[src/verilog/bus_seq_pkg.sv]
// package for the bus-cycle sequencer: states, codes, addresses, layout
// assumes a single 100 MHz clock domain shared by every user
package bus_seq_pkg;
    localparam int          CLK_MHZ        = 100;
    localparam int          RESET_HOLD_CLK = 3;
    localparam int          AUTO_WAIT_A    = 3;
    localparam int          AUTO_WAIT_B    = 2;
    localparam logic [3:0]  ST_IDLE        = 4'h0;
    localparam logic [3:0]  ST_REFRESH     = 4'h1;
    localparam logic [3:0]  ST_NMI_ACK     = 4'h5;
    localparam logic [3:0]  ST_NVEC_ACK    = 4'h6;
    localparam logic [3:0]  ST_VEC_ACK     = 4'h7;
    localparam logic [3:0]  ST_SEG_ACK     = 4'h4;
    localparam logic [3:0]  ST_MEM_OPER    = 4'h8;
    localparam logic [3:0]  ST_STACK       = 4'h9;
    localparam logic [3:0]  ST_SUB_FETCH   = 4'hC;
    localparam logic [3:0]  ST_FIRST_FETCH = 4'hD;
    localparam logic [15:0] RST_FLG_ADDR   = 16'h0002;
    localparam logic [15:0] RST_SEG_ADDR   = 16'h0004;
    localparam logic [15:0] RST_OFS_ADDR   = 16'h0006;
    localparam logic [15:0] NPSA_ADDR      = 16'h0000;
    localparam logic [6:0]  SEG_C          = 7'h00;
    localparam logic [1:0]  PUSH_CNT       = 2'h3;
    localparam logic [1:0]  FETCH_CNT      = 2'h3;

    // one machine cycle's phase within the sequencer
    typedef enum logic [3:0] {
        PH_IDLE = 4'h0,
        PH_T1   = 4'h1,
        PH_T2   = 4'h2,
        PH_AW   = 4'h3,
        PH_IW   = 4'h4,
        PH_T3   = 4'h5,
        PH_T4   = 4'h6,
        PH_T5   = 4'h7,
        PH_GRNT = 4'h8,
        PH_RST  = 4'h9
    } phase_t;

    // what kind of machine cycle is running
    typedef enum logic [2:0] {
        CY_INIT  = 3'h0,
        CY_FETCH = 3'h1,
        CY_ACK   = 3'h2,
        CY_PUSH  = 3'h3,
        CY_NPS   = 3'h4,
        CY_REFR  = 3'h5
    } cycle_t;

    // bus-side control outputs; their drive enable is a separate port
    typedef struct packed {
        logic       addr_strobe_n;
        logic       data_strobe_n;
        logic       mem_req;
        logic [3:0] status;
        logic       byte_word;
        logic       read_write;
        logic       normal_sys;
        logic [6:0] segment;
    } bus_ctl_t;
endpackage

[src/verilog/cpu_bus_cycle_sequencer.sv]
// bus-cycle sequencer: reset fetch, acknowledge, status save, grant, stop
// assumes all inputs synchronous to sys_clk; far side resolves the bus
`timescale 1ns/1ps

module cpu_bus_cycle_sequencer
(
    input  wire logic                  sys_clk,
    input  wire logic                  rstn,
    input  wire logic                  wait_n,
    input  wire logic                  stop_n,
    input  wire logic                  nmi_n,
    input  wire logic                  vectored_interrupt_in,
    input  wire logic                  nonvectored_interrupt_in,
    input  wire logic                  segment_trap_in,
    input  wire logic                  bus_request_in_n,
    input  wire logic                  resource_busy_n,
    input  wire logic                  resource_req,
    input  wire logic                  last_cycle,
    input  wire logic                  test_and_set_instruction,
    input  wire logic [15:0]           pc_value,
    input  wire logic [15:0]           flag_control_word,
    input  wire logic [15:0]           muxed_addr_data_in,
    output logic      [15:0]           muxed_addr_data_out,
    output logic                       muxed_addr_data_oe,
    output bus_seq_pkg::bus_ctl_t      bus_ctl,
    output logic                       bus_ctl_oe,
    output logic                       bus_grant_out_n,
    output logic                       resource_req_out_n,
    output logic                       refresh_enable,
    output logic      [15:0]           ack_identifier,
    output logic                       nmi_pending,
    output logic                       fetch_done
);
    bus_seq_pkg::phase_t   ph_r, ph_nxt;
    bus_seq_pkg::cycle_t   cy_r, cy_nxt;
    bus_seq_pkg::bus_ctl_t ctl_r, ctl_nxt;
    logic [1:0]  cnt_r, cnt_nxt;
    logic [1:0]  idx_r, idx_nxt;
    logic [1:0]  hold_r;
    logic        nmi_d_r;
    logic        nmi_lat_r;
    logic        grant_pend_r;
    logic        grant_r;
    logic        stop_r;
    logic        atom_r;
    logic        ad_oe_r;
    logic [15:0] ad_r, ad_nxt;
    logic [15:0] id_r;
    logic [3:0]  ack_code_r;
    logic        rr_n_r;
    logic        done_r;

    // trap request decode and priority
    wire trap_any   = ~segment_trap_in | ~nmi_lat_r
                    | ~nonvectored_interrupt_in | ~vectored_interrupt_in;
    wire [3:0] trap_code = ~segment_trap_in ? bus_seq_pkg::ST_SEG_ACK  :
                           ~nmi_lat_r       ? bus_seq_pkg::ST_NMI_ACK  :
                           ~nonvectored_interrupt_in ?
                                              bus_seq_pkg::ST_NVEC_ACK :
                                              bus_seq_pkg::ST_VEC_ACK;
    wire nmi_fall   = nmi_d_r & ~nmi_n;
    wire in_t1      = (ph_r == bus_seq_pkg::PH_T1);
    wire cyc_end    = (ph_r == bus_seq_pkg::PH_T5)
                    | (ph_r == bus_seq_pkg::PH_T3 && cy_r != bus_seq_pkg::CY_ACK
                       && cy_r != bus_seq_pkg::CY_REFR
                       && !(cy_r == bus_seq_pkg::CY_FETCH && stop_r));
    wire req_ok     = ~bus_request_in_n & ~atom_r & ~test_and_set_instruction;
    wire as_rise    = in_t1 && cy_r == bus_seq_pkg::CY_ACK;
    wire [15:0] push_word = (idx_r == 2'h0) ? pc_value :
                            (idx_r == 2'h1) ? flag_control_word : id_r;

    // next phase and cycle sequencing
    always_comb
    begin
        ph_nxt  = ph_r;
        cy_nxt  = cy_r;
        cnt_nxt = cnt_r;
        idx_nxt = idx_r;
        ad_nxt  = ad_r;
        unique case (ph_r)
            bus_seq_pkg::PH_RST:
                if (hold_r == 2'(bus_seq_pkg::RESET_HOLD_CLK - 1))
                begin
                    ph_nxt  = bus_seq_pkg::PH_T1;
                    cy_nxt  = bus_seq_pkg::CY_INIT;
                    idx_nxt = 2'h0;
                    ad_nxt  = bus_seq_pkg::RST_FLG_ADDR;
                end
            bus_seq_pkg::PH_IDLE:
                ph_nxt = bus_seq_pkg::PH_T1;
            bus_seq_pkg::PH_T1:
            begin
                ph_nxt  = bus_seq_pkg::PH_T2;
                cnt_nxt = 2'h0;
            end
            bus_seq_pkg::PH_T2:
                if (cy_r == bus_seq_pkg::CY_ACK)
                    ph_nxt = bus_seq_pkg::PH_AW;
                else if (!wait_n)
                    ph_nxt = bus_seq_pkg::PH_IW;
                else
                    ph_nxt = bus_seq_pkg::PH_T3;
            bus_seq_pkg::PH_AW:
            begin
                cnt_nxt = cnt_r + 2'h1;
                // low wait inserts a wait state
                if (idx_r == 2'h0
                    && cnt_r == 2'(bus_seq_pkg::AUTO_WAIT_A - 1) && !wait_n)
                    ph_nxt = bus_seq_pkg::PH_IW;
                // second group of two automatic waits
                else if (idx_r == 2'h0
                    && cnt_r == 2'(bus_seq_pkg::AUTO_WAIT_A - 1))
                begin
                    idx_nxt = 2'h1;
                    cnt_nxt = 2'h0;
                end
                // sample wait in last automatic wait
                else if (idx_r == 2'h1
                    && cnt_r == 2'(bus_seq_pkg::AUTO_WAIT_B - 1))
                    ph_nxt = wait_n ? bus_seq_pkg::PH_T3 : bus_seq_pkg::PH_IW;
            end
            bus_seq_pkg::PH_IW:
                if (wait_n && cy_r == bus_seq_pkg::CY_ACK && idx_r == 2'h0)
                begin
                    ph_nxt  = bus_seq_pkg::PH_AW;
                    idx_nxt = 2'h1;
                    cnt_nxt = 2'h0;
                end
                else if (wait_n)
                    ph_nxt = bus_seq_pkg::PH_T3;
            bus_seq_pkg::PH_T3:
                // acknowledge finishes through T4 and T5
                if (cy_r == bus_seq_pkg::CY_ACK)
                    ph_nxt = bus_seq_pkg::PH_T4;
                // stop low inserts a refresh after T3
                else if (cy_r == bus_seq_pkg::CY_FETCH && stop_r)
                    ph_nxt = bus_seq_pkg::PH_T1;
                else if (cy_r == bus_seq_pkg::CY_REFR && !stop_n)
                    ph_nxt = bus_seq_pkg::PH_T1;
                // two dummy states close the fetch
                else if (cy_r == bus_seq_pkg::CY_REFR)
                    ph_nxt = bus_seq_pkg::PH_T4;
                else
                    ph_nxt = bus_seq_pkg::PH_IDLE;
            bus_seq_pkg::PH_T4:
                ph_nxt = bus_seq_pkg::PH_T5;
            bus_seq_pkg::PH_T5:
                ph_nxt = bus_seq_pkg::PH_IDLE;
            bus_seq_pkg::PH_GRNT:
                if (bus_request_in_n)
                    ph_nxt = bus_seq_pkg::PH_IDLE;
            default:
                ph_nxt = bus_seq_pkg::PH_RST;
        endcase
        // cycle kind chosen at the end of each machine cycle
        if (cyc_end)
        begin
            unique case (cy_r)
                bus_seq_pkg::CY_INIT:
                    if (idx_r == 2'h2)
                        cy_nxt = bus_seq_pkg::CY_FETCH;
                    else
                    begin
                        idx_nxt = idx_r + 2'h1;
                        ad_nxt  = (idx_r == 2'h0) ? bus_seq_pkg::RST_SEG_ADDR
                                                  : bus_seq_pkg::RST_OFS_ADDR;
                    end
                // traps sampled at end of last cycle
                bus_seq_pkg::CY_FETCH, bus_seq_pkg::CY_REFR:
                    if (last_cycle && trap_any)
                    begin
                        cy_nxt  = bus_seq_pkg::CY_ACK;
                        idx_nxt = 2'h0;
                    end
                    else
                        cy_nxt = bus_seq_pkg::CY_FETCH;
                bus_seq_pkg::CY_ACK:
                begin
                    cy_nxt  = bus_seq_pkg::CY_PUSH;
                    idx_nxt = 2'h0;
                end
                bus_seq_pkg::CY_PUSH:
                    if (idx_r == bus_seq_pkg::PUSH_CNT - 2'h1)
                    begin
                        cy_nxt  = bus_seq_pkg::CY_NPS;
                        idx_nxt = 2'h0;
                        ad_nxt  = bus_seq_pkg::NPSA_ADDR;
                    end
                    else
                        idx_nxt = idx_r + 2'h1;
                bus_seq_pkg::CY_NPS:
                    if (idx_r == bus_seq_pkg::FETCH_CNT - 2'h1)
                        cy_nxt = bus_seq_pkg::CY_FETCH;
                    else
                    begin
                        idx_nxt = idx_r + 2'h1;
                        ad_nxt  = ad_r + 16'h0002;
                    end
                default:
                    cy_nxt = bus_seq_pkg::CY_FETCH;
            endcase
            // grant after the cycle's last period
            if (grant_pend_r && req_ok)
                ph_nxt = bus_seq_pkg::PH_GRNT;
        end
        if (ph_r == bus_seq_pkg::PH_T3 && cy_r == bus_seq_pkg::CY_FETCH
            && stop_r)
            cy_nxt = bus_seq_pkg::CY_REFR;
        if (ph_r == bus_seq_pkg::PH_T3 && cy_r == bus_seq_pkg::CY_ACK)
            idx_nxt = 2'h0;
    end

    // bus control outputs for the next phase
    always_comb
    begin
        ctl_nxt               = ctl_r;
        ctl_nxt.addr_strobe_n = ~(ph_nxt == bus_seq_pkg::PH_T1);
        ctl_nxt.data_strobe_n = 1'b1;
        ctl_nxt.mem_req       = 1'b0;
        ctl_nxt.byte_word     = 1'b0;
        if (ph_nxt == bus_seq_pkg::PH_T1)
        begin
            ctl_nxt.read_write = 1'b1;
            ctl_nxt.segment    = bus_seq_pkg::SEG_C;
            unique case (cy_nxt)
                bus_seq_pkg::CY_INIT:
                begin
                    ctl_nxt.status     = bus_seq_pkg::ST_SUB_FETCH;
                    ctl_nxt.normal_sys = 1'b0;
                end
                bus_seq_pkg::CY_FETCH:
                    ctl_nxt.status = bus_seq_pkg::ST_FIRST_FETCH;
                bus_seq_pkg::CY_ACK:
                    ctl_nxt.status = trap_code;
                bus_seq_pkg::CY_PUSH:
                begin
                    ctl_nxt.status     = bus_seq_pkg::ST_STACK;
                    ctl_nxt.normal_sys = 1'b0;
                    ctl_nxt.read_write = 1'b0;
                end
                bus_seq_pkg::CY_NPS:
                begin
                    ctl_nxt.status     = bus_seq_pkg::ST_MEM_OPER;
                    ctl_nxt.normal_sys = 1'b0;
                end
                default:
                    ctl_nxt.status = bus_seq_pkg::ST_REFRESH;
            endcase
        end
        if (ph_nxt != bus_seq_pkg::PH_T1 && ph_nxt != bus_seq_pkg::PH_IDLE
            && cy_nxt != bus_seq_pkg::CY_ACK && cy_nxt != bus_seq_pkg::CY_REFR)
            ctl_nxt.mem_req = 1'b1;
        // data strobe low in T2/waits, and in second ack group
        if ((ph_nxt == bus_seq_pkg::PH_T2 || ph_nxt == bus_seq_pkg::PH_IW
             || ph_nxt == bus_seq_pkg::PH_AW)
            && (cy_nxt != bus_seq_pkg::CY_ACK || idx_nxt == 2'h1))
            ctl_nxt.data_strobe_n = 1'b0;
    end

    // phase, cycle and control registers
    always_ff @(posedge sys_clk or negedge rstn)
    begin
        if (!rstn)
        begin
            ph_r  <= bus_seq_pkg::PH_RST;
            cy_r  <= bus_seq_pkg::CY_INIT;
            cnt_r <= 2'h0;
            idx_r <= 2'h0;
            ad_r  <= bus_seq_pkg::RST_FLG_ADDR;
            hold_r <= 2'h0;
            // strobes high, status and segment low
            ctl_r <= '{1'b1, 1'b1, 1'b0, 4'h0, 1'b0, 1'b1, 1'b0, 7'h00};
        end
        else
        begin
            ph_r  <= ph_nxt;
            cy_r  <= cy_nxt;
            cnt_r <= cnt_nxt;
            idx_r <= idx_nxt;
            ad_r  <= ad_nxt;
            hold_r <= (ph_r == bus_seq_pkg::PH_RST) ? hold_r + 2'h1 : 2'h0;
            ctl_r <= ctl_nxt;
        end
    end

    // interrupt latch, grant, stop and resource flags
    always_ff @(posedge sys_clk or negedge rstn)
    begin
        if (!rstn)
        begin
            nmi_d_r      <= 1'b1;
            nmi_lat_r    <= 1'b1;
            grant_pend_r <= 1'b0;
            grant_r      <= 1'b0;
            stop_r       <= 1'b0;
            atom_r       <= 1'b0;
            ad_oe_r      <= 1'b0;
            id_r         <= 16'h0000;
            ack_code_r   <= 4'h0;
            rr_n_r       <= 1'b1;
            done_r       <= 1'b0;
        end
        else
        begin
            nmi_d_r <= nmi_n;
            // falling edge sets latch; clears at strobe
            if (nmi_fall)
                nmi_lat_r <= 1'b0;
            else if (as_rise && ack_code_r == bus_seq_pkg::ST_NMI_ACK)
                nmi_lat_r <= 1'b1;
            if (in_t1)
                grant_pend_r <= ~bus_request_in_n;
            grant_r <= (ph_nxt == bus_seq_pkg::PH_GRNT);
            if (ph_nxt == bus_seq_pkg::PH_T1 && cy_nxt == bus_seq_pkg::CY_FETCH)
                stop_r <= ~stop_n;
            atom_r <= test_and_set_instruction;
            ad_oe_r <= (ph_nxt == bus_seq_pkg::PH_T1)
                     | (cy_nxt == bus_seq_pkg::CY_PUSH
                        && ph_nxt != bus_seq_pkg::PH_IDLE);
            if (ph_nxt == bus_seq_pkg::PH_T1)
                ack_code_r <= ctl_nxt.status;
            // identifier captured while data strobe low in T3 entry
            if (cy_r == bus_seq_pkg::CY_ACK && ph_nxt == bus_seq_pkg::PH_T3)
                id_r <= muxed_addr_data_in;
            if (!resource_req)
                rr_n_r <= 1'b1;
            else if (resource_busy_n)
                rr_n_r <= 1'b0;
            done_r <= cyc_end && cy_r == bus_seq_pkg::CY_NPS
                      && idx_r == bus_seq_pkg::FETCH_CNT - 2'h1;
        end
    end

    // address/data output word for the next phase
    wire [15:0] ad_sel = (cy_r == bus_seq_pkg::CY_PUSH) ? push_word : ad_r;

    always_ff @(posedge sys_clk or negedge rstn)
    begin
        if (!rstn)
            muxed_addr_data_out <= 16'h0000;
        else
            muxed_addr_data_out <= ad_sel;
    end

    assign bus_ctl             = ctl_r;
    assign bus_ctl_oe          = ~grant_r;
    assign muxed_addr_data_oe  = ad_oe_r & ~grant_r;
    assign bus_grant_out_n     = ~grant_r;
    assign resource_req_out_n  = rr_n_r;
    assign refresh_enable      = 1'b0;
    assign ack_identifier      = id_r;
    assign nmi_pending         = ~nmi_lat_r;
    assign fetch_done          = done_r;
endmodule

[config.mk]
export PLATFORM = sky130hd
export DESIGN_NAME = cpu_bus_cycle_sequencer
export DESIGN_NICKNAME = d
export VERILOG_FILES = /design/src/verilog/bus_seq_pkg.sv /design/src/verilog/cpu_bus_cycle_sequencer.sv
export SDC_FILE = /design/constraint.sdc
export NUM_CORES = 1
export LEC_CHECK = 0
export ABC_AREA = 1
export BUFFER_PORTS_ARGS = -buffer_cell sky130_fd_sc_hd__buf_2
export CAP_MARGIN = 20
export CORE_ASPECT_RATIO = 2
export CORE_UTILIZATION = 58
export DETAILED_ROUTE_END_ITERATION = 8
export PLACE_DENSITY = 0.86
export SYNTH_ARGS = -nofsm -noshare
export SYNTH_HDL_FRONTEND = slang
export SYNTH_SLANG_ARGS = --single-unit
[constraint.sdc]
create_clock -name sys_clk -period 2.9 [get_ports sys_clk]
set_clock_uncertainty 0.05 [all_clocks]
set_input_delay 0.435 -clock sys_clk [delete_from_list [all_inputs] [get_ports sys_clk]]
set_output_delay 0.435 -clock sys_clk [all_outputs]
set_load 0.03 [all_outputs]
==> results.json, run 1 <==
{
  "final_util_pct": 72.3,
  "worstSkewPairLatency_ns": 0.35,
  "fmax_ghz": 0.429,
  "critPathLaunch": "cy_r[2]",
  "power_leakage_nw": 2.97,
  "portBuffers": 106,
  "dieArea_sq_um": 8360,
  "relSlewSlack_pct": 63.7,
  "die_w_um": 65.2,
  "grt_pass1_wl_um": 20900,
  "final_cells": 804,
  "via_count": 4626,
  "powerDensity_nw_per_um2": 1100,
  "cts_root_buffer": "clkbuf_16",
  "post_drt_wl_per_cell_um": 16.6,
  "tns_ns": 0,
  "r2r-end": "ack_identifier[12]",
  "netSwitchingFraction_pct": 47.6,
  "clockBufferDepth": 2,
  "totalWireLength_um": 13400,
  "ys_ff_latch": 82,
  "pwr-share-seq_pct": 30.5,
  "cts_buffers": 9,
  "synth_seq_area_share_pct": 44.6,
  "cp_data_arrival_time_ns": 2.51,
  "drv_slew": 0,
  "p_switching_mw": 2.89,
  "place_inst": 786,
  "synthTopCellsByArea": "dfrtp_1 39%, nand2_1 11%, nand3_1 6.8%, inv_1 5.9%, dfstp_2 5.1%",
  "endpoint_kind": "flop",
  "postCtsSetupBuffers": 0,
  "maxCapViolCount": 0,
  "fillers": 624,
  "regArea_sq_um": 2060,
  "finalWeightedCongestion": 0.919,
  "final_nets": 770,
  "crit_path_end": "ack_identifier[12]",
  "netlist.area_leader.share_pct": 39.5,
  "peakVddDrop_mv": 0.980,
  "grt_antenna_before_repair": 0,
  "period_needed_ns": 2.33,
  "r2r_setup_slack_ns": 0.57,
  "outcome": "complete, no violations",
  "yosys_warnings": 0,
  "drive_gt1_share_pct": 25.8,
  "crit_type": "flop to flop",
  "fin_area_sq_um": 5540,
  "power.internal_mw": 3.19,
  "placementRows": 45,
  "combPwrFrac_pct": 49.1,
  "viasPerCell": 5.75,
  "drcViolationCount": 0,
  "dpl_cell_area_sq_um": 5180,
  "synth.distinct_cells": 38,
  "n_antenna_cell": 0,
  "cp-start-kind": "flop",
  "die_h_um": 128,
  "grt-ovfl-total": 0,
  "areaGrowthSynthToFinish_pct": 19.7,
  "grt_usage_pct": 33.6,
  "netlist_instances": 598,
  "first_global_vias": 4580,
  "finalSetupViolations": 0,
  "drtAntennaViolNets": 0,
  "rr_worst_depth": 11,
  "syn_area_per_cell_sq_um": 7.74,
  "timing.rr.start": "cy_r[2]",
  "clkSinkCount": 82,
  "rsz0062_at_grt": "no",
  "worst_pin_slew_ns": 0.544,
  "clk_pin_slew_ns": 0.06,
  "syn_area_sq_um": 4630,
  "dpl.hpwl_um": 9590,
  "final_common_cell": "nand2_1",
  "path_max_fanout": 32,
  "htreeDepth": 3,
  "start_util_pct": 60.4,
  "core-area_sq_um": 7660,
  "mostFrequentLayoutCells": "139 x nand2_1, 105 x buf_2, 73 x inv_1, 73 x dfrtp_1, 63 x nand3_1",
  "first_pass_iters": 6,
  "grt_max_degree": 83,
  "design.portCount": 117,
  "cp.required_ns": 3.07,
  "cts_tree": "yes",
  "multi_input_area_sq_um": 2110,
  "yosys.area.top_type": "dfrtp_1",
  "hold_viol_final": 0,
  "min_period_over_period_pct": 80.5,
  "hp-class": "primary input to flop",
  "first_iter_violations": 438,
  "pwr-share-clk_pct": 20.4
}
==> kinds of logic after synthesis <==
kind of cell               Yosys count  share of synthesized area, %
and+or+nand+nor                    298                          29.0
adders and majority gates            4                          1.08
AOI/OAI and AO/OA                   98                          13.4
xor gates and xnor gates             7                          1.33
other                                1                        0.0810
DFF                                 82                          44.6
buffers and inverters              108                          10.6
==> state kept, by name (all words and copies together), names as in the netlist, 2 cells and up <==
signal and count:
ack_code_r 4, ack_identifier 16, ad_r 16, bus_ctl 8, cnt_r 2, cy_r 3
hold_r 2, idx_r 2, muxed_addr_data_out 16, ph_r 4
==> critical path: stages (launching register included) <==
cell and delay, ns:
dfrtp_1 0.52, inv_2 0.16, nand3_4 0.14, inv_4 0.07, nand3_1 0.13, nand2_1 0.09
nor2_2 0.12, nand2_2 0.11, nor2_4 0.16, nand3_4 0.35, nand2_1 0.22, o21ai_2 0.07
==> worst min-delay path by stage <==
stage	startpoint	to	slack [ns]	cells past startpoint
floorplan	rstn	ack_code_r[0]	0.09	0
global placement	hold_r[0]	hold_r[0]	0.36	1
detailed placement	hold_r[0]	hold_r[0]	0.37	1
CTS	nmi_n	nmi_d_r	0.15	1
global route	nmi_n	nmi_d_r	0.15	1
finish	test_and_set_instruction	atom_r	0.16	1
==> cells in the mapped netlist (all sizes together) <==
cell	number
nand2	148
inv	80
o21bai	1
nor3	8
o21ai	45
o22ai	4
clkbuf	5
o21a	1
dfstp	9
conb	1
dfrtp	73
o31ai	1
buf	23
xor2	6
o32ai	1
ha	4
a22oi	1
nand3	67
a32oi	10
nor2	66
xnor2	1
nand4	8
nand3b	1
a31oi	6
o2bb2ai	1
a21oi	27
==> layout make-up <==
cell class	instances	share of cell area, %
Multi-Input combinational cell	417	38.1
Clock inverter	5	1.42
Clock buffer	11	4.38
Tap cell	94	2.12
Inverter	80	5.47
Timing Repair Buffer	115	11.3
Sequential cell	82	37.3
==> metrics by stage <==
step / worst slack, ns / hold slack [ns] / power (mW)
after CTS: 0.628 / 0.153 / 6.02
final: 0.566 / 0.162 / 6.07
after global routing: 0.365 / 0.149 / 6.41
after detailed placement: 0.630 / 0.375 / 4.76
after global placement: 0.736 / 0.361 / 4.68
after floorplan: 1.07 / 0.0894 / 4.00
==> metal layers <==
| metal | vias up | global-route usage, % | share of wire [%] |
|---|---|---|---|
| met2 | 250 | 61.5 | 54 |
| met1 | 2168 | 30.0 | 33 |
| met3 | 70 | 9.07 | 5.9 |
| met5 | - | 0 | 0 |
| li1 | 2138 | - | - |
| met4 | 0 | 25.7 | 6.9 |
==> timing repair <==
| item | 4_1_cts | 5_1_grt |
|---|---|---|
| endpoints found under the hold margin | 0 | 8 |
| setup endpoints to repair | 0 | 0 |
| hold buffers | 0 | 1 |
| resized for setup | 0 | 0 |
==> power by group through the flow <==
stage                     logic [mW]  clock network, mW  registers (mW)
final                           2.98               1.24            1.85
after global routing            3.23               1.30            1.88
after CTS                       2.94               1.24            1.84
after detailed placement        2.90                  0            1.86
after global placement          2.83                  0            1.84
after floorplan                 1.73                  0            2.26
No activity file was read; power rests on OpenSTA's default activity.
==> run 2, diff against run 1 <==
ABC_AREA = 0   (was 1)
CORE_UTILIZATION = 48   (was 58)
PLACE_DENSITY = 0.77   (was 0.86)
clock period = 1.9 ns   (was 2.9 ns; I/O delays follow)
==> results.json, run 2 <==
{
  "fin_area_sq_um": 6680,
  "busiest_layer": "met2",
  "hp-class": "primary input to flop",
  "mostFrequentLayoutCells": "105 x buf_2, 102 x buf_4, 71 x dfrtp_1, 41 x nand2_1, 38 x nor2_1",
  "ys_ff_latch": 82,
  "synth_seq_area_share_pct": 46.4,
  "rsz0062_at_grt": "yes",
  "finalWeightedCongestion": 0.886,
  "outcome": "complete, but fails checks",
  "endpoint_kind": "flop",
  "cts_tree": "yes",
  "first_global_vias": 4691,
  "synth_edf_count": 0,
  "die_w_um": 70.1,
  "cp-start-kind": "flop",
  "fmax_ghz": 0.421,
  "path_max_fanout": 8,
  "grt_usage_pct": 28.1,
  "fillers": 602,
  "start_util_pct": 49.4,
  "power_leakage_nw": 3.24,
  "cts_root_buffer": "clkbuf_16",
  "maxCapViolCount": 0,
  "setup_ws_ns": -0.475,
  "areaGrowthSynthToFinish_pct": 50.3,
  "final_nets": 743,
  "final_common_cell": "buf_2",
  "grt_antenna_before_repair": 0,
  "period_needed_ns": 2.37,
  "netlist_instances": 470,
  "max_stage_delay_ns": 0.40,
  "portBuffers": 106,
  "powerDensity_nw_per_um2": 1560,
  "syn_area_sq_um": 4450,
  "first_pass_iters": 6,
  "netlist.area_leader.share_pct": 41.1,
  "post_drt_wl_per_cell_um": 18.3,
  "via_count": 4586,
  "path_cells": "inv_2, ha_4, or3b_4, a211oi_4, or3_4, and3_4, clkbuf_16, mux2_2",
  "gr-usage-met2_pct": 55.5,
  "design.portCount": 117,
  "viasPerCell": 5.84,
  "dpl_cell_area_sq_um": 5750,
  "drtAntennaViolNets": 0,
  "totalWireLength_um": 14400,
  "cp.required_ns": 2.08,
  "dieArea_sq_um": 9680,
  "synth.distinct_cells": 67,
  "yosys.area.top_type": "dfrtp_1",
  "final_cells": 785,
  "tns_ns": -14.20,
  "drive_gt1_share_pct": 51.7,
  "clockBufferDepth": 2,
  "n_antenna_cell": 0,
  "dpl_worst_slack_ns": -0.442,
  "htreeDepth": 3,
  "worstSkewPairLatency_ns": 0.35,
  "placementRows": 49,
  "place_inst": 743,
  "cpMaxStageDelayCell": "dfrtp_1",
  "clkSinkCount": 82,
  "cts_buffers": 9,
  "dpl.hpwl_um": 9740,
  "grt_max_degree": 37,
  "die_h_um": 138,
  "drcViolationCount": 0,
  "yosys_warnings": 0,
  "r2r_setup_slack_ns": -0.47,
  "crit_type": "flop to flop",
  "clk_pin_slew_ns": 0.06,
  "cp_data_arrival_time_ns": 2.56,
  "grt_use_met1_pct": 25.2,
  "grt_util_met3_pct": 4.81,
  "finalSetupViolations": 46,
  "drv_slew": 0,
  "core-area_sq_um": 9010,
  "peakVddDrop_mv": 1.29,
  "synthTopCellsByArea": "dfrtp_1 41%, o21ai_0 5.5%, dfstp_2 5.3%, mux2i_1 4.7%, mux2_2 4.3%",
  "grt-ovfl-total": 0,
  "async_flop_share_pct": 100,
  "first_iter_violations": 377,
  "post-synth-top-count-cell": "dfrtp_1",
  "syn_area_per_cell_sq_um": 9.46,
  "hold_viol_final": 0,
  "violations": "negative setup slack",
  "min_period_over_period_pct": 125,
  "synthFlopType": "dfrtp_1",
  "ys_top_cells_by_count": "73 x dfrtp_1, 49 x o21ai_0, 44 x nand2_1, 44 x nor2_1, 26 x a21oi_1",
  "grt_pass1_wl_um": 21600
}
[run 2: cell families (layout without fill, tap and decap cells)]
| kind of cell | after synthesis | after routing | share of synthesized area (%) |
|---|---|---|---|
| fa+ha+maj | 4 | 4 | 1.13 |
| simple gates | 158 | 159 | 18.4 |
| buf+inv | 60 | 263 | 6.41 |
| flops | 82 | 82 | 46.4 |
| mux | 40 | 40 | 9.70 |
| other cells | 1 | 10 | 0.0843 |
| compound gates | 125 | 125 | 17.9 |
[run 2: power breakdown]
group          switching, mW  internal, mW
Combinational           3.29          2.86
Clock                  0.735         0.893
Sequential             0.352          2.28
Total                   4.38          6.03
[run 2: repair_timing]
item	CTS	global route
pin swaps	5	27
cloned	0	3
setup buffers	8	16
hold buffers	2	0
hold endpoints to repair	28	0
resized for setup	38	84
setup endpoints to repair	48	52
[run 2: through the flow]
step           utilization (%)  hold slack [ns]  power, mW
2_1_floorplan                -          -0.0606       5.61
3_3_place_gp              63.8            0.178       7.40
3_5_place_dp              63.8            0.176       7.57
4_1_cts                   69.3           0.0112       9.49
5_1_grt                   74.2           0.0116       10.9
6_report                  74.2          0.00766       10.4
[run 2: cell type report]
type / count / area [sq um] / area share [%]
multi-input cells: 338 / 2580 / 38.6
repair buffers: 226 / 1550 / 23.2
clock inverters: 7 / 52.6 / 0.786
clock buffers: 9 / 225 / 3.37
well taps: 102 / 128 / 1.91
inverters: 21 / 78.8 / 1.18
flip-flops and latches: 82 / 2070 / 30.9
[run 2: metal layers]
layer	vias up	share of wire [%]
met2	208	58
met3	80	3.8
li1	2080	-
met1	2218	32
met4	0	6.2
met5	-	0
[run 2: path summary, 6_finish.rpt]
kind                                          end  cells past startpoint                      from
setup / recovery               ack_identifier[12]                      8                  cnt_r[0]
max in group asynchronous               nmi_lat_r                      3                      rstn
hold / removal                             atom_r                      1  test_and_set_instruction
setup reg to reg               ack_identifier[12]                      8                  cnt_r[0]
min in group asynchronous  muxed_addr_data_out[6]                      2                      rstn
hold reg to reg                         hold_r[0]                      1                 hold_r[0]
[run 2: critical path: cells and delay by family (launching register included)]
family	cells	cell delay, ns
fa+ha+maj	1	0.13
mux	1	0.32
simple gates	3	0.82
compound gates	1	0.28
flops	1	0.40
buf+inv	2	0.25
==> run 3, diff against run 2 <==
CORE_UTILIZATION = 57   (was 48)
PLACE_DENSITY = 0.85   (was 0.77)
clock period = 3 ns   (was 1.9 ns; I/O delays follow)
==> results.json, run 3 (synthesis results as in run 2) <==
{
  "path_cells": "nand2b_1, o31ai_1, o31ai_1, nor4b_4, nand2_2, mux2_4",
  "drv_slew": 0,
  "period_needed_ns": 2.71,
  "cp-start-kind": "flop",
  "start_util_pct": 59.0,
  "final_cells": 668,
  "drive_gt1_share_pct": 30.3,
  "placementRows": 45,
  "final_nets": 634,
  "clk_pin_slew_ns": 0.06,
  "postCtsSetupBuffers": 0,
  "core-area_sq_um": 7540,
  "mostFrequentLayoutCells": "105 x buf_2, 73 x dfrtp_1, 49 x o21ai_0, 44 x nand2_1, 44 x nor2_1",
  "relSlewSlack_pct": 54.7,
  "outcome": "complete, but fails checks",
  "first_pass_iters": 5,
  "cts_buffers": 9,
  "multi_input_area_sq_um": 2130,
  "grt_max_degree": 83,
  "min_period_over_period_pct": 90.2,
  "viasPerCell": 5.88,
  "peakVddDrop_mv": 0.687,
  "grt_pass1_wl_um": 18600,
  "crit_type": "flop to flop",
  "totalWireLength_um": 11500,
  "die_h_um": 127,
  "cts_root_buffer": "clkbuf_16",
  "clkSinkCount": 82,
  "powerDensity_nw_per_um2": 980,
  "path_max_fanout": 13,
  "via_count": 3929,
  "cp.required_ns": 3.18,
  "design.portCount": 117,
  "max_stage_delay_ns": 0.62,
  "cts_resized": 0,
  "grt-ovfl-total": 0,
  "grt_usage_pct": 30.2,
  "post_drt_wl_per_cell_um": 17.2,
  "finalSetupViolations": 0,
  "n_antenna_cell": 0,
  "violations": "negative hold slack",
  "maxCapViolCount": 0,
  "cts_hold_buffers": 0,
  "tns_ns": 0,
  "cp_common_cell": "o31ai_1",
  "cts_tree": "yes",
  "first_global_vias": 4034,
  "fmax_ghz": 0.370,
  "clockBufferDepth": 2,
  "die_w_um": 64.5,
  "fillers": 579,
  "crit_family": "compound AO/OA/AOI/OAI gates",
  "cp_num_buf_inv": 0,
  "dpl.hpwl_um": 8520,
  "dieArea_sq_um": 8180,
  "hp-class": "primary input to async pin",
  "drcViolationCount": 0,
  "place_inst": 651,
  "endpoint_kind": "flop",
  "worst_pin_slew_ns": 0.674,
  "cpMaxStageDelayCell": "o31ai_1",
  "rsz0062_at_grt": "no",
  "final_common_cell": "buf_2",
  "portBuffers": 106,
  "power_leakage_nw": 2.59,
  "cp_data_arrival_time_ns": 2.88,
  "areaGrowthSynthToFinish_pct": 19.8,
  "drtAntennaViolNets": 0,
  "grt_antenna_before_repair": 0,
  "finalWeightedCongestion": 0.909,
  "worstSkewPairLatency_ns": 0.34,
  "first_iter_violations": 187,
  "htreeDepth": 3,
  "regArea_sq_um": 2060,
  "timing.hold.ws_ns": -0.00234,
  "hold_viol_final": 3,
  "final_util_pct": 70.6
}
[run 3: cell types whose count changed in the layout (fill, tap and decap cells not counted), sizes merged]
cell         before  now
inv              23   21
buf             223  118
nand2            46   45
clkinv            4    1
dlygate4sd3       2    0
clkbuf           10   11
clkinvlp          1    4
[run 3: cell type report]
cell class | instances | share of cell area (%)
flip-flops and latches | 82 | 38.7
clock buffers | 11 | 4.74
clock inverters | 5 | 0.728
multi-input cells | 337 | 40.0
repair buffers | 118 | 12.1
inverters | 21 | 1.48
well taps | 94 | 2.21
[run 3: stage by stage]
step	instance area, sq um	worst slack (ns)	power, mW
2_1_floorplan	4480	0.404	3.49
3_3_place_gp	5010	0.390	4.06
3_5_place_dp	5010	0.352	4.15
4_1_cts	5300	0.312	5.22
5_1_grt	5330	0.113	5.52
6_report	5330	0.294	5.22
[run 3: worst paths after layout]
kind	start	endpoint	slack, ns	cells after the start
hold / removal	rstn	ad_r[12]	-0.002	1
setup reg to reg	cy_r[1]	bus_ctl[13]	0.29	6
min in group sys_clk	nmi_n	nmi_d_r	0.17	1
hold reg to reg	hold_r[0]	hold_r[0]	0.40	1
max in group asynchronous	rstn	resource_req_out_n	2.28	2
setup / recovery	cy_r[1]	bus_ctl[13]	0.29	6
[run 3: metal layers]
layer,part of all wire (%),vias up,wire length (um),GRT usage [%]
met5,0,-,0,0
met4,3.5,0,401,16.2
met3,4.5,35,514,5.04
met2,58,174,6670,59.4
met1,34,1863,3930,28.0
li1,-,1857,-,-
[run 3: worst reg2reg max path, stage by stage, from the launching register on]
cell      delay [ns]
dfrtp_1         0.50
nand2b_1        0.24
o31ai_1         0.62
o31ai_1         0.30
nor4b_4         0.30
nand2_2         0.23
mux2_4          0.36
[run 3: power breakdown]
part / internal (mW) / switching [mW] / leakage (nW) / total (mW)
Combinational: 0.912 / 1.53 / 1.41 / 2.44
Clock: 0.606 / 0.440 / 0.130 / 1.05
Sequential: 1.44 / 0.297 / 1.05 / 1.74
